==> config.mk <==
export PLATFORM = sky130hd
export DESIGN_NAME = rsdt_sequencer
export DESIGN_NICKNAME = d
export VERILOG_FILES = /design/src/logic/rsdt_pkg.sv /design/src/logic/rsdt_sequencer.sv /design/src/logic/rsdt_delay_chan.sv
export VERILOG_INCLUDE_DIRS = /design/src /design/src/logic
export SDC_FILE = /design/constraint.sdc
export NUM_CORES = 1
export LEC_CHECK = 0
export ABC_AREA = 1
export BUFFER_PORTS_ARGS = -buffer_cell sky130_fd_sc_hd__clkbuf_2
export CAP_MARGIN = 20
export CORE_ASPECT_RATIO = 0.75
export CORE_MARGIN = 2
export CORE_UTILIZATION = 30
export DETAILED_ROUTE_END_ITERATION = 7
export HOLD_SLACK_MARGIN = 0.15
export PLACE_DENSITY = 0.43
export SLEW_MARGIN = 25
export SYNTH_ARGS = -nofsm -noshare
export SYNTH_HDL_FRONTEND = slang
export SYNTH_SLANG_ARGS = --single-unit
==> constraint.sdc <==
create_clock -name clk_i -period 14.9 [get_ports clk_i]
set_input_delay 1.49 -clock clk_i [delete_from_list [all_inputs] [get_ports clk_i]]
set_output_delay 1.49 -clock clk_i [all_outputs]
set_load 0.05 [all_outputs]
==> src/logic/rsdt_defines.svh <==
// offsets, reset values and timing counts of the rail sequence delay timer
`ifndef RSDT_DEFINES_SVH
`define RSDT_DEFINES_SVH

`define RSDT_OFF_CONV_B 8'h0D
`define RSDT_OFF_LREG_A 8'h0E
`define RSDT_OFF_LREG_B 8'h0F
`define RSDT_OFF_OUT_ONE 8'h10
`define RSDT_OFF_OUT_TWO 8'h11
`define RSDT_NUM_CHAN 5
`define RSDT_DELAY_RESET 8'h00
`define RSDT_CLK_PERIOD_NS 10
`define RSDT_STEP_NS 500000
`define RSDT_STEP_CYCLES (`RSDT_STEP_NS / `RSDT_CLK_PERIOD_NS)
`define RSDT_DEV_ADDR 7'h2A

`endif

==> src/logic/rsdt_pkg.sv <==
// types shared by the rail sequence delay timer
package rsdt_pkg;

  typedef struct packed {
    logic [3:0] off_code;
    logic [3:0] on_code;
  } rsdt_delay_t;

  typedef struct packed {
    logic on_range;
    logic off_range;
  } rsdt_range_t;

  typedef enum logic [3:0] {
    RSDT_IDLE,
    RSDT_ADDR,
    RSDT_REG,
    RSDT_WDATA,
    RSDT_ACK,
    RSDT_RDATA,
    RSDT_RACK
  } rsdt_state_t;

endpackage

==> src/logic/rsdt_sequencer.sv <==
// rail sequence delay timer: serial register port, timebase and five delayed outputs
`timescale 1ns/1ps
`include "rsdt_defines.svh"

// Summary of operation
// - The step-down converter b turns on its on-delay (bits 3:0) after the enable pin rises.
// - The step-down converter b turns off its off-delay (bits 7:4) after the enable pin falls.
// - Linear regulator a turns on only after its on-delay in bits 3:0 has elapsed.
// - Linear regulator a turns off only after its off-delay in bits 7:4 has elapsed.
// - Linear regulator b applies its on-delay in bits 3:0 before turning on.
// - Linear regulator b applies its off-delay in bits 7:4 before turning off.
// - General output one rises only after the delay coded in bits 3:0 has passed.
// - General output one falls only after the delay coded in bits 7:4 has passed.
// - General output two rises only after the delay coded in its bits 3:0 has passed.
// - General output two falls only after the delay coded in its bits 7:4 has passed.
// - With the on-range bit clear a turn-on code counts 0.5 ms steps, zero meaning no delay.
// - With the on-range bit set every turn-on code counts 1 ms steps, up to 15 ms.
// - With the off-range bit set every turn-off code counts 1 ms steps, up to 15 ms.
// - A regulator follows the pin delays only when its pin-follow bit is set.
// - A general output follows the pin only when its pin-follow bit is set.
module rsdt_sequencer
  import rsdt_pkg::*;
#(
  parameter int unsigned TICK_CYCLES = `RSDT_STEP_CYCLES,
  parameter logic [6:0] DEV_ADDR = `RSDT_DEV_ADDR // arbitrary value
) (
  input wire logic clk_i,
  input wire logic reset_i,
  input wire logic enable_pin_i,
  input wire logic scl_i,
  input wire logic sda_i,
  output logic sda_o,
  output logic sda_oe_o,
  input wire rsdt_pkg::rsdt_range_t range_i,
  input wire logic [4:0] pin_follow_i,
  input wire logic [4:0] sw_enable_i,
  output logic [4:0] rail_en_o
);
  import rsdt_pkg::*;

  logic en_meta_q;
  logic en_sync_q;
  logic en_prev_q;
  logic pin_rise;
  logic pin_fall;
  logic [15:0] tb_cnt_q;
  logic tick;
  rsdt_delay_t regs_q [`RSDT_NUM_CHAN];
  logic [2:0] scl_q;
  logic [2:0] sda_q;
  logic scl_rise;
  logic scl_fall;
  logic start_det;
  logic stop_det;
  rsdt_state_t state_q;
  rsdt_state_t after_q;
  logic [2:0] bit_cnt_q;
  logic full_q;
  logic nack_q;
  logic [7:0] shift_q;
  logic [7:0] tx_q;
  logic [7:0] ptr_q;
  logic wr_en_q;
  logic [7:0] wr_addr_q;
  logic [7:0] wr_data_q;
  logic [7:0] rd_data;
  logic [7:0] rd_idx;

  ////////////////////////////////////////////////////////////////////////
  // enable pin: two-stage synchroniser, then edge detect on the clean copy
  always_ff @(posedge clk_i or posedge reset_i) begin
    if (reset_i) begin
      en_meta_q <= 1'b0;
      en_sync_q <= 1'b0;
      en_prev_q <= 1'b0;
    end else begin
      en_meta_q <= enable_pin_i;
      en_sync_q <= en_meta_q;
      en_prev_q <= en_sync_q;
    end
  end
  assign pin_rise = en_sync_q & ~en_prev_q;
  assign pin_fall = ~en_sync_q & en_prev_q;

  // restarted on every edge so a one-step delay is exactly one step long
  always_ff @(posedge clk_i or posedge reset_i) begin
    if (reset_i) begin
      tb_cnt_q <= 16'h0000;
    end else if (pin_rise || pin_fall || tick) begin
      tb_cnt_q <= 16'h0000;
    end else begin
      tb_cnt_q <= tb_cnt_q + 16'h0001;
    end
  end
  assign tick = (tb_cnt_q == 16'(TICK_CYCLES - 1));

  ////////////////////////////////////////////////////////////////////////
  // serial port: sample both lines through two flops, third stage for edges
  always_ff @(posedge clk_i or posedge reset_i) begin
    if (reset_i) begin
      scl_q <= 3'h7;
      sda_q <= 3'h7;
    end else begin
      scl_q <= {scl_q[1:0], scl_i};
      sda_q <= {sda_q[1:0], sda_i};
    end
  end
  assign scl_rise = scl_q[1] & ~scl_q[2];
  assign scl_fall = ~scl_q[1] & scl_q[2];
  assign start_det = scl_q[1] & scl_q[2] & ~sda_q[1] & sda_q[2];
  assign stop_det = scl_q[1] & scl_q[2] & sda_q[1] & ~sda_q[2];

  assign rd_idx = ptr_q - `RSDT_OFF_CONV_B;
  always_comb begin
    if (ptr_q >= `RSDT_OFF_CONV_B && ptr_q <= `RSDT_OFF_OUT_TWO) begin
      rd_data = regs_q[rd_idx[2:0]];
    end else begin
      rd_data = 8'h00;
    end
  end

  // sda is only ever pulled low; released otherwise
  assign sda_o = 1'b0;

  always_ff @(posedge clk_i or posedge reset_i) begin
    if (reset_i) begin
      state_q <= RSDT_IDLE;
      after_q <= RSDT_IDLE;
      bit_cnt_q <= 3'h0;
      full_q <= 1'b0;
      nack_q <= 1'b0;
      shift_q <= 8'h00;
      tx_q <= 8'h00;
      ptr_q <= 8'h00;
      sda_oe_o <= 1'b0;
      wr_en_q <= 1'b0;
      wr_addr_q <= 8'h00;
      wr_data_q <= 8'h00;
    end else begin
      wr_en_q <= 1'b0;
      if (start_det) begin
        state_q <= RSDT_ADDR;
        bit_cnt_q <= 3'h0;
        full_q <= 1'b0;
        sda_oe_o <= 1'b0;
      end else if (stop_det) begin
        state_q <= RSDT_IDLE;
        sda_oe_o <= 1'b0;
      end else begin
        case (state_q)
          RSDT_ADDR, RSDT_REG, RSDT_WDATA: begin
            if (scl_rise) begin
              shift_q <= {shift_q[6:0], sda_q[1]};
              bit_cnt_q <= bit_cnt_q + 3'h1;
              full_q <= (bit_cnt_q == 3'h7);
            end else if (scl_fall && full_q) begin
              full_q <= 1'b0;
              state_q <= RSDT_ACK;
              sda_oe_o <= 1'b1;
              if (state_q == RSDT_ADDR) begin
                if (shift_q[7:1] != DEV_ADDR) begin
                  state_q <= RSDT_IDLE;
                  sda_oe_o <= 1'b0;
                end
                after_q <= shift_q[0] ? RSDT_RDATA : RSDT_REG;
              end else if (state_q == RSDT_REG) begin
                ptr_q <= shift_q;
                after_q <= RSDT_WDATA;
              end else begin
                wr_en_q <= 1'b1;
                wr_addr_q <= ptr_q;
                wr_data_q <= shift_q;
                ptr_q <= ptr_q + 8'h01;
                after_q <= RSDT_WDATA;
              end
            end
          end
          RSDT_ACK: begin
            if (scl_fall) begin
              state_q <= after_q;
              sda_oe_o <= 1'b0;
              if (after_q == RSDT_RDATA) begin
                tx_q <= {rd_data[6:0], 1'b0};
                sda_oe_o <= ~rd_data[7];
              end
            end
          end
          RSDT_RDATA: begin
            if (scl_rise) begin
              bit_cnt_q <= bit_cnt_q + 3'h1;
            end else if (scl_fall) begin
              if (bit_cnt_q == 3'h0) begin
                state_q <= RSDT_RACK;
                sda_oe_o <= 1'b0;
              end else begin
                tx_q <= {tx_q[6:0], 1'b0};
                sda_oe_o <= ~tx_q[7];
              end
            end
          end
          RSDT_RACK: begin
            if (scl_rise) begin
              nack_q <= sda_q[1];
              if (!sda_q[1]) begin
                ptr_q <= ptr_q + 8'h01;
              end
            end else if (scl_fall) begin
              state_q <= nack_q ? RSDT_IDLE : RSDT_RDATA;
              tx_q <= {rd_data[6:0], 1'b0};
              sda_oe_o <= ~nack_q & ~rd_data[7];
            end
          end
          default: begin
            state_q <= RSDT_IDLE;
          end
        endcase
      end
    end
  end

  ////////////////////////////////////////////////////////////////////////
  // delay registers; writes outside the map are dropped
  always_ff @(posedge clk_i or posedge reset_i) begin
    if (reset_i) begin
      for (int i = 0; i < `RSDT_NUM_CHAN; i++) begin
        regs_q[i] <= `RSDT_DELAY_RESET;
      end
    end else if (wr_en_q && wr_addr_q >= `RSDT_OFF_CONV_B
                 && wr_addr_q <= `RSDT_OFF_OUT_TWO) begin
      regs_q[3'(wr_addr_q - `RSDT_OFF_CONV_B)] <= wr_data_q;
    end
  end

  // channel 0 converter b, 1/2 linear regulators a/b, 3/4 general outputs
  for (genvar c = 0; c < `RSDT_NUM_CHAN; c++) begin : g_chan
    rsdt_delay_chan u_chan (
      .clk_i(clk_i),
      .reset_i(reset_i),
      .delay_i(regs_q[c]),
      .range_i(range_i),
      .pin_rise_i(pin_rise),
      .pin_fall_i(pin_fall),
      .tick_i(tick),
      .pin_follow_i(pin_follow_i[c]),
      .sw_enable_i(sw_enable_i[c]),
      .out_o(rail_en_o[c])
    );
  end

  ////////////////////////////////////////////////////////////////////////
  // the counter must step by one between restarts, or the tick spacing drifts
  tick_period_a: assert property (@(posedge clk_i) disable iff (reset_i)
    !tick && !pin_rise && !pin_fall |=> tb_cnt_q == $past(tb_cnt_q) + 16'h0001)
    else $error("timebase skipped a count");
  edge_restart_a: assert property (@(posedge clk_i) disable iff (reset_i)
    pin_rise || pin_fall |=> tb_cnt_q == 16'h0000)
    else $error("timebase not restarted on enable edge");
  reg_write_a: assert property (@(posedge clk_i) disable iff (reset_i)
    wr_en_q && wr_addr_q == `RSDT_OFF_CONV_B |=> regs_q[0] == $past(wr_data_q))
    else $error("delay register write lost");
  write_c: cover property (@(posedge clk_i) disable iff (reset_i)
    wr_en_q && wr_addr_q == `RSDT_OFF_OUT_TWO);
  read_c: cover property (@(posedge clk_i) disable iff (reset_i)
    state_q == RSDT_RACK && scl_fall && !nack_q);

endmodule // rsdt_sequencer

==> src/logic/rsdt_delay_chan.sv <==
// one delayed output channel following the enable pin
`timescale 1ns/1ps
module rsdt_delay_chan
  import rsdt_pkg::*;
(
  input wire logic clk_i,
  input wire logic reset_i,
  input wire rsdt_pkg::rsdt_delay_t delay_i,
  input wire rsdt_pkg::rsdt_range_t range_i,
  input wire logic pin_rise_i,
  input wire logic pin_fall_i,
  input wire logic tick_i,
  input wire logic pin_follow_i,
  input wire logic sw_enable_i,
  output logic out_o
);
  import rsdt_pkg::*;

  logic [4:0] on_target;
  logic [4:0] off_target;
  logic [4:0] cnt_q;
  logic pending_q;
  logic dir_q;
  logic level_q;

  // delays counted in half-step ticks, so a 1 ms step is two ticks
  assign on_target = range_i.on_range ? {delay_i.on_code, 1'b0} : {1'b0, delay_i.on_code};
  assign off_target = range_i.off_range ? {delay_i.off_code, 1'b0} : {1'b0, delay_i.off_code};

  ////////////////////////////////////////////////////////////////////////
  // a new edge always cancels whatever was pending
  always_ff @(posedge clk_i or posedge reset_i) begin
    if (reset_i) begin
      cnt_q <= 5'h00;
      pending_q <= 1'b0;
      dir_q <= 1'b0;
      level_q <= 1'b0;
    end else if (pin_rise_i) begin
      dir_q <= 1'b1;
      cnt_q <= on_target;
      pending_q <= (on_target != 5'h00);
      if (on_target == 5'h00) begin
        level_q <= 1'b1;
      end
    end else if (pin_fall_i) begin
      dir_q <= 1'b0;
      cnt_q <= off_target;
      pending_q <= (off_target != 5'h00);
      if (off_target == 5'h00) begin
        level_q <= 1'b0;
      end
    end else if (pending_q && tick_i) begin
      if (cnt_q == 5'h01) begin
        level_q <= dir_q;
        pending_q <= 1'b0;
      end
      cnt_q <= cnt_q - 5'h01;
    end
  end

  always_ff @(posedge clk_i or posedge reset_i) begin
    if (reset_i) begin
      out_o <= 1'b0;
    end else begin
      out_o <= pin_follow_i ? (sw_enable_i & level_q) : sw_enable_i;
    end
  end

  ////////////////////////////////////////////////////////////////////////
  zero_on_a: assert property (@(posedge clk_i) disable iff (reset_i)
    pin_rise_i && on_target == 5'h00 |=> level_q && !pending_q)
    else $error("zero turn-on code did not switch at once");
  range_on_a: assert property (@(posedge clk_i) disable iff (reset_i)
    pin_rise_i && range_i.on_range && delay_i.on_code == 4'hF |=> cnt_q == 5'h1E)
    else $error("long turn-on range not applied");
  range_off_a: assert property (@(posedge clk_i) disable iff (reset_i)
    pin_fall_i && range_i.off_range && delay_i.off_code == 4'h1 |=> cnt_q == 5'h02)
    else $error("long turn-off range not applied");
  restart_a: assert property (@(posedge clk_i) disable iff (reset_i)
    pending_q && pin_fall_i |=> !dir_q && cnt_q == $past(off_target))
    else $error("pending transition not restarted");
  hold_level_a: assert property (@(posedge clk_i) disable iff (reset_i)
    pending_q && !tick_i && !pin_rise_i && !pin_fall_i |=> $stable(level_q) && $stable(cnt_q))
    else $error("level moved without a tick");
  expire_a: assert property (@(posedge clk_i) disable iff (reset_i)
    pending_q && tick_i && cnt_q == 5'h01 && !pin_rise_i && !pin_fall_i
      |=> level_q == $past(dir_q) ##1 out_o == ($past(pin_follow_i) ?
        ($past(sw_enable_i) && $past(level_q)) : $past(sw_enable_i)))
    else $error("delayed level not applied on expiry");
  sw_only_a: assert property (@(posedge clk_i) disable iff (reset_i)
    !pin_follow_i |=> out_o == $past(sw_enable_i))
    else $error("output ignored its software bit");
  delayed_rise_c: cover property (@(posedge clk_i) disable iff (reset_i)
    pending_q && dir_q && tick_i && cnt_q == 5'h01);
  cancel_c: cover property (@(posedge clk_i) disable iff (reset_i)
    pending_q && dir_q && pin_fall_i);

endmodule // rsdt_delay_chan

==> flow_metrics.tcl <==
set metrics [dict create \
    htreeDepth 4 \
    crit_fanout 23 \
    insertion_delay_ns 0.44 \
    finalWirelength_um 24300 \
    numCtsBuffers 17 \
    die_x_um 202 \
    synth.ff_latch_count 158 \
    fin_setup_tns_ns 0 \
    cp-endpoint "tx_q[1]$_DFFE_PP0P_" \
    timing.final.crit_period_ns 3.18 \
    multi_input_area_mm2 0.00409 \
    max-vdd-ir-drop_mv 0.0861 \
    cp_slowest_cell "dfrtp_1" \
    syn_avg_cell_area_um2 7.36 \
    final_nets 1236 \
    rows 54 \
    top_layer "met4" \
    post_cts_resize_count 0 \
    yosysWarnings 0 \
    report.final.slew_viol_count 0 \
    synth.area.top_cells "dfrtp_1 (43%), nand2_1 (15%), inv_1 (6.0%), o21ai_0 (5.6%), nor2_1 (4.6%)" \
    syn_inst 1198 \
    firstDrtPassIters 6 \
    grt_first_pass_wirelength_um 39400 \
    diodes 0 \
    grt_pass1_vias 7036 \
    crit_path_start_kind "flip-flop" \
    met2_length_um 9570 \
    layout_commonest_cell "nand2_1" \
    final_cell_mix "nand2_1 (343), dfrtp_1 (152), inv_1 (141), nor2_1 (108), o21ai_0 (99)" \
    crit_start "ptr_q[0]$_DFFE_PP0P_" \
    die_h_um 152 \
    cts_buffer_depth 2 \
    reg2reg_to "tx_q[1]$_DFFE_PP0P_" \
    antenna_left 0 \
    wl_per_cell_um 15.2 \
    dp_hpwl_um 17600 \
    worst_slack_ns 11.72 \
    drcViolationCount 0 \
    cap_violations 0 \
    critPathArrivalTime_ns 3.50 \
    worst_path_largest_cell_delay_ns 0.79 \
    globalRouteTotalUtil_pct 16.3 \
    r2r-start "ptr_q[0]$_DFFE_PP0P_" \
    coreArea_mm2 0.0290 \
    fillers 3147 \
    avgViaCountPerCell 4.69 \
    ys.flop_type "dfrtp_1" \
    finalInstanceArea_mm2 0.00979 \
    utilization_pct 33.8 \
    met3_length_um 759 \
    postSynth.asyncResetShare_pct 100 \
    worstPathRequired_ns 15.22 \
    place_congestion 0.796 \
    seq_area_mm2 0.00396 \
    finClkSkew_ns 0.0125 \
    rr_worst_depth 9 \
    cts_setup_buffers 0 \
    cts_sinks 158 \
    slew_headroom_pct 37.9 \
    power.total_uw 1130 \
    r2r_slack_ns 11.72 \
    io_pins 24 \
    setup_viol 0 \
    p_per_area_mw_per_mm2 116 \
    antenna_found_initial 0 \
    post_dp_cell_area_mm2 0.00923 \
    start_util_pct 30.4 \
    netlist_area_mm2 0.00882 \
    worst_pin_slew_ns 0.929 \
    m1WireLength_um 13800 \
    synth_nets 1236 \
    p_leak_uw 0.00437 \
    hp-class "flip-flop to flip-flop" \
    hold_violations 0 \
    grt_max_degree 83 \
    syn_to_final_growth_pct 11.0 \
    synth_edf_count 0 \
    grt_setup_unrepaired "false" \
    port_buffers 22 \
    yosys.cell_types.count 39 \
    gr-total-overflow 0 \
    seq_area_frac_synth_pct 44.9 \
    fin_crit_sh_pct 21.3 \
    endpoint_kind "flip-flop" \
    synth_top_area_share_pct 43.1 \
    crit_type "flip-flop to flip-flop" \
    cts-root-buf "clkbuf_16" \
    cts_hold_buf 0 \
    post-place-ws_ns 11.52 \
    dr_total_vias 7521 \
    fmax_ghz 0.315 \
    dieArea_mm2 0.0308 \
    synth_top_area_cell "dfrtp_1" \
    path_cells "clkinv_1 -> ha_1 -> inv_1 -> a21oi_1 -> o21ai_0 -> nand3_1 -> nand2_1 -> nand3_1 -> o21ai_0" \
    layout-drive-gt1-share_pct 6.61 \
    status "finished, final reports clean" \
    clkTransAtPathRegs_ns 0.06 \
    cts_tree "yes" \
    initialDrtViolationCount 508 \
]
state kept, by name, indices dropped and copies added, names as in the netlist, 3 cells and up:
| signal | count |
|---|---|
| bit_cnt_q | 3 |
| g_chan.u_chan.level_q | 5 |
| regs_q | 40 |
| sda_q | 3 |
| g_chan.u_chan.pending_q | 5 |
| g_chan.u_chan.out_o | 5 |
| wr_addr_q | 8 |
| wr_data_q | 8 |
| g_chan.u_chan.cnt_q | 25 |
| after_q | 3 |
| shift_q | 8 |
| tx_q | 7 |
| scl_q | 3 |
| tb_cnt_q | 16 |
| state_q | 3 |
| ptr_q | 8 |
layer usage:
metal	vias to the layer above	GRT usage, %
met5	-	0
li1	3889	-
met1	3518	26.0
met4	0	4.13
met2	97	22.2
met3	17	2.91
Yosys cell counts (6+ instances only):
library cell  instances
buf_2                19
a21boi_0              6
o221ai_1             10
o211ai_1             10
nor3_1               17
dfstp_2               6
dfrtp_1             152
clkbuf_1             17
nand4_1              13
ha_1                 21
nand3_2               6
o21ai_0              99
a21oi_1              53
nand2_1             343
inv_1               142
nor2_1              108
buf_4                 7
o21ai_1              45
a31oi_1               7
nand3_1              79
kinds of logic (layout without fill, tap and decap cells):
logic type               count (synthesis)  in the layout  share of synthesized area [%]
AND/OR/NAND/NOR                        572            572                           26.9
other                                    1              1                         0.0425
XOR/XNOR                                10             10                          0.993
AO/OA/AOI/OAI                          244            244                           15.4
adder cells (fa/ha/maj)                 21             21                           2.98
flip-flops                             158            158                           44.9
buffers and inverters                  192            205                           8.75
worst max-delay path, delay by kind of cell (launching register included):
kind	cells	cell delay, ns
simple gates	3	0.32
flops	1	0.79
buf+inv	2	0.89
compound gates	3	0.32
fa+ha+maj	1	0.74
power breakdown:
| group | leakage, uW | internal, uW | total, uW | switching, uW |
|---|---|---|---|---|
| clock network | 0.000266 | 238 | 424 | 186 |
| logic | 0.00200 | 72.9 | 207 | 134 |
| registers | 0.00211 | 474 | 503 | 28.2 |
| total | 0.00437 | 785 | 1130 | 348 |
worst min-delay path by stage:
stage / end / from / cells past startpoint
floorplan: en_sync_q$_DFF_PP0_ / en_meta_q$_DFF_PP0_ / 0
global route: scl_q[1]$_DFF_PP1_ / scl_q[0]$_DFF_PP1_ / 0
global placement: sda_q[1]$_DFF_PP1_ / sda_q[0]$_DFF_PP1_ / 0
finish: scl_q[1]$_DFF_PP1_ / scl_q[0]$_DFF_PP1_ / 0
CTS: sda_q[1]$_DFF_PP1_ / sda_q[0]$_DFF_PP1_ / 0
detailed placement: en_sync_q$_DFF_PP0_ / en_meta_q$_DFF_PP0_ / 0
stage by stage:
| step | hold WS [ns] | cells |
|---|---|---|
| 6_report | 0.355 | 1603 |
| 5_1_grt | 0.358 | 1603 |
| 4_1_cts | 0.357 | 1603 |
| 3_5_place_dp | 0.341 | 1571 |
| 3_3_place_gp | 0.346 | 1571 |
| 2_1_floorplan | 0.331 | 1198 |
final cells by class:
class                           instances  area share [%]
Tap cell                              392            5.01
Timing Repair Buffer                   25            1.39
Clock inverter                         10           0.920
Clock buffer                           22            4.74
Multi-Input combinational cell        848            41.7
Sequential cell                       158            40.5
Inverter                              148            5.73
Note: power is estimated with default switching activity, not from simulation.
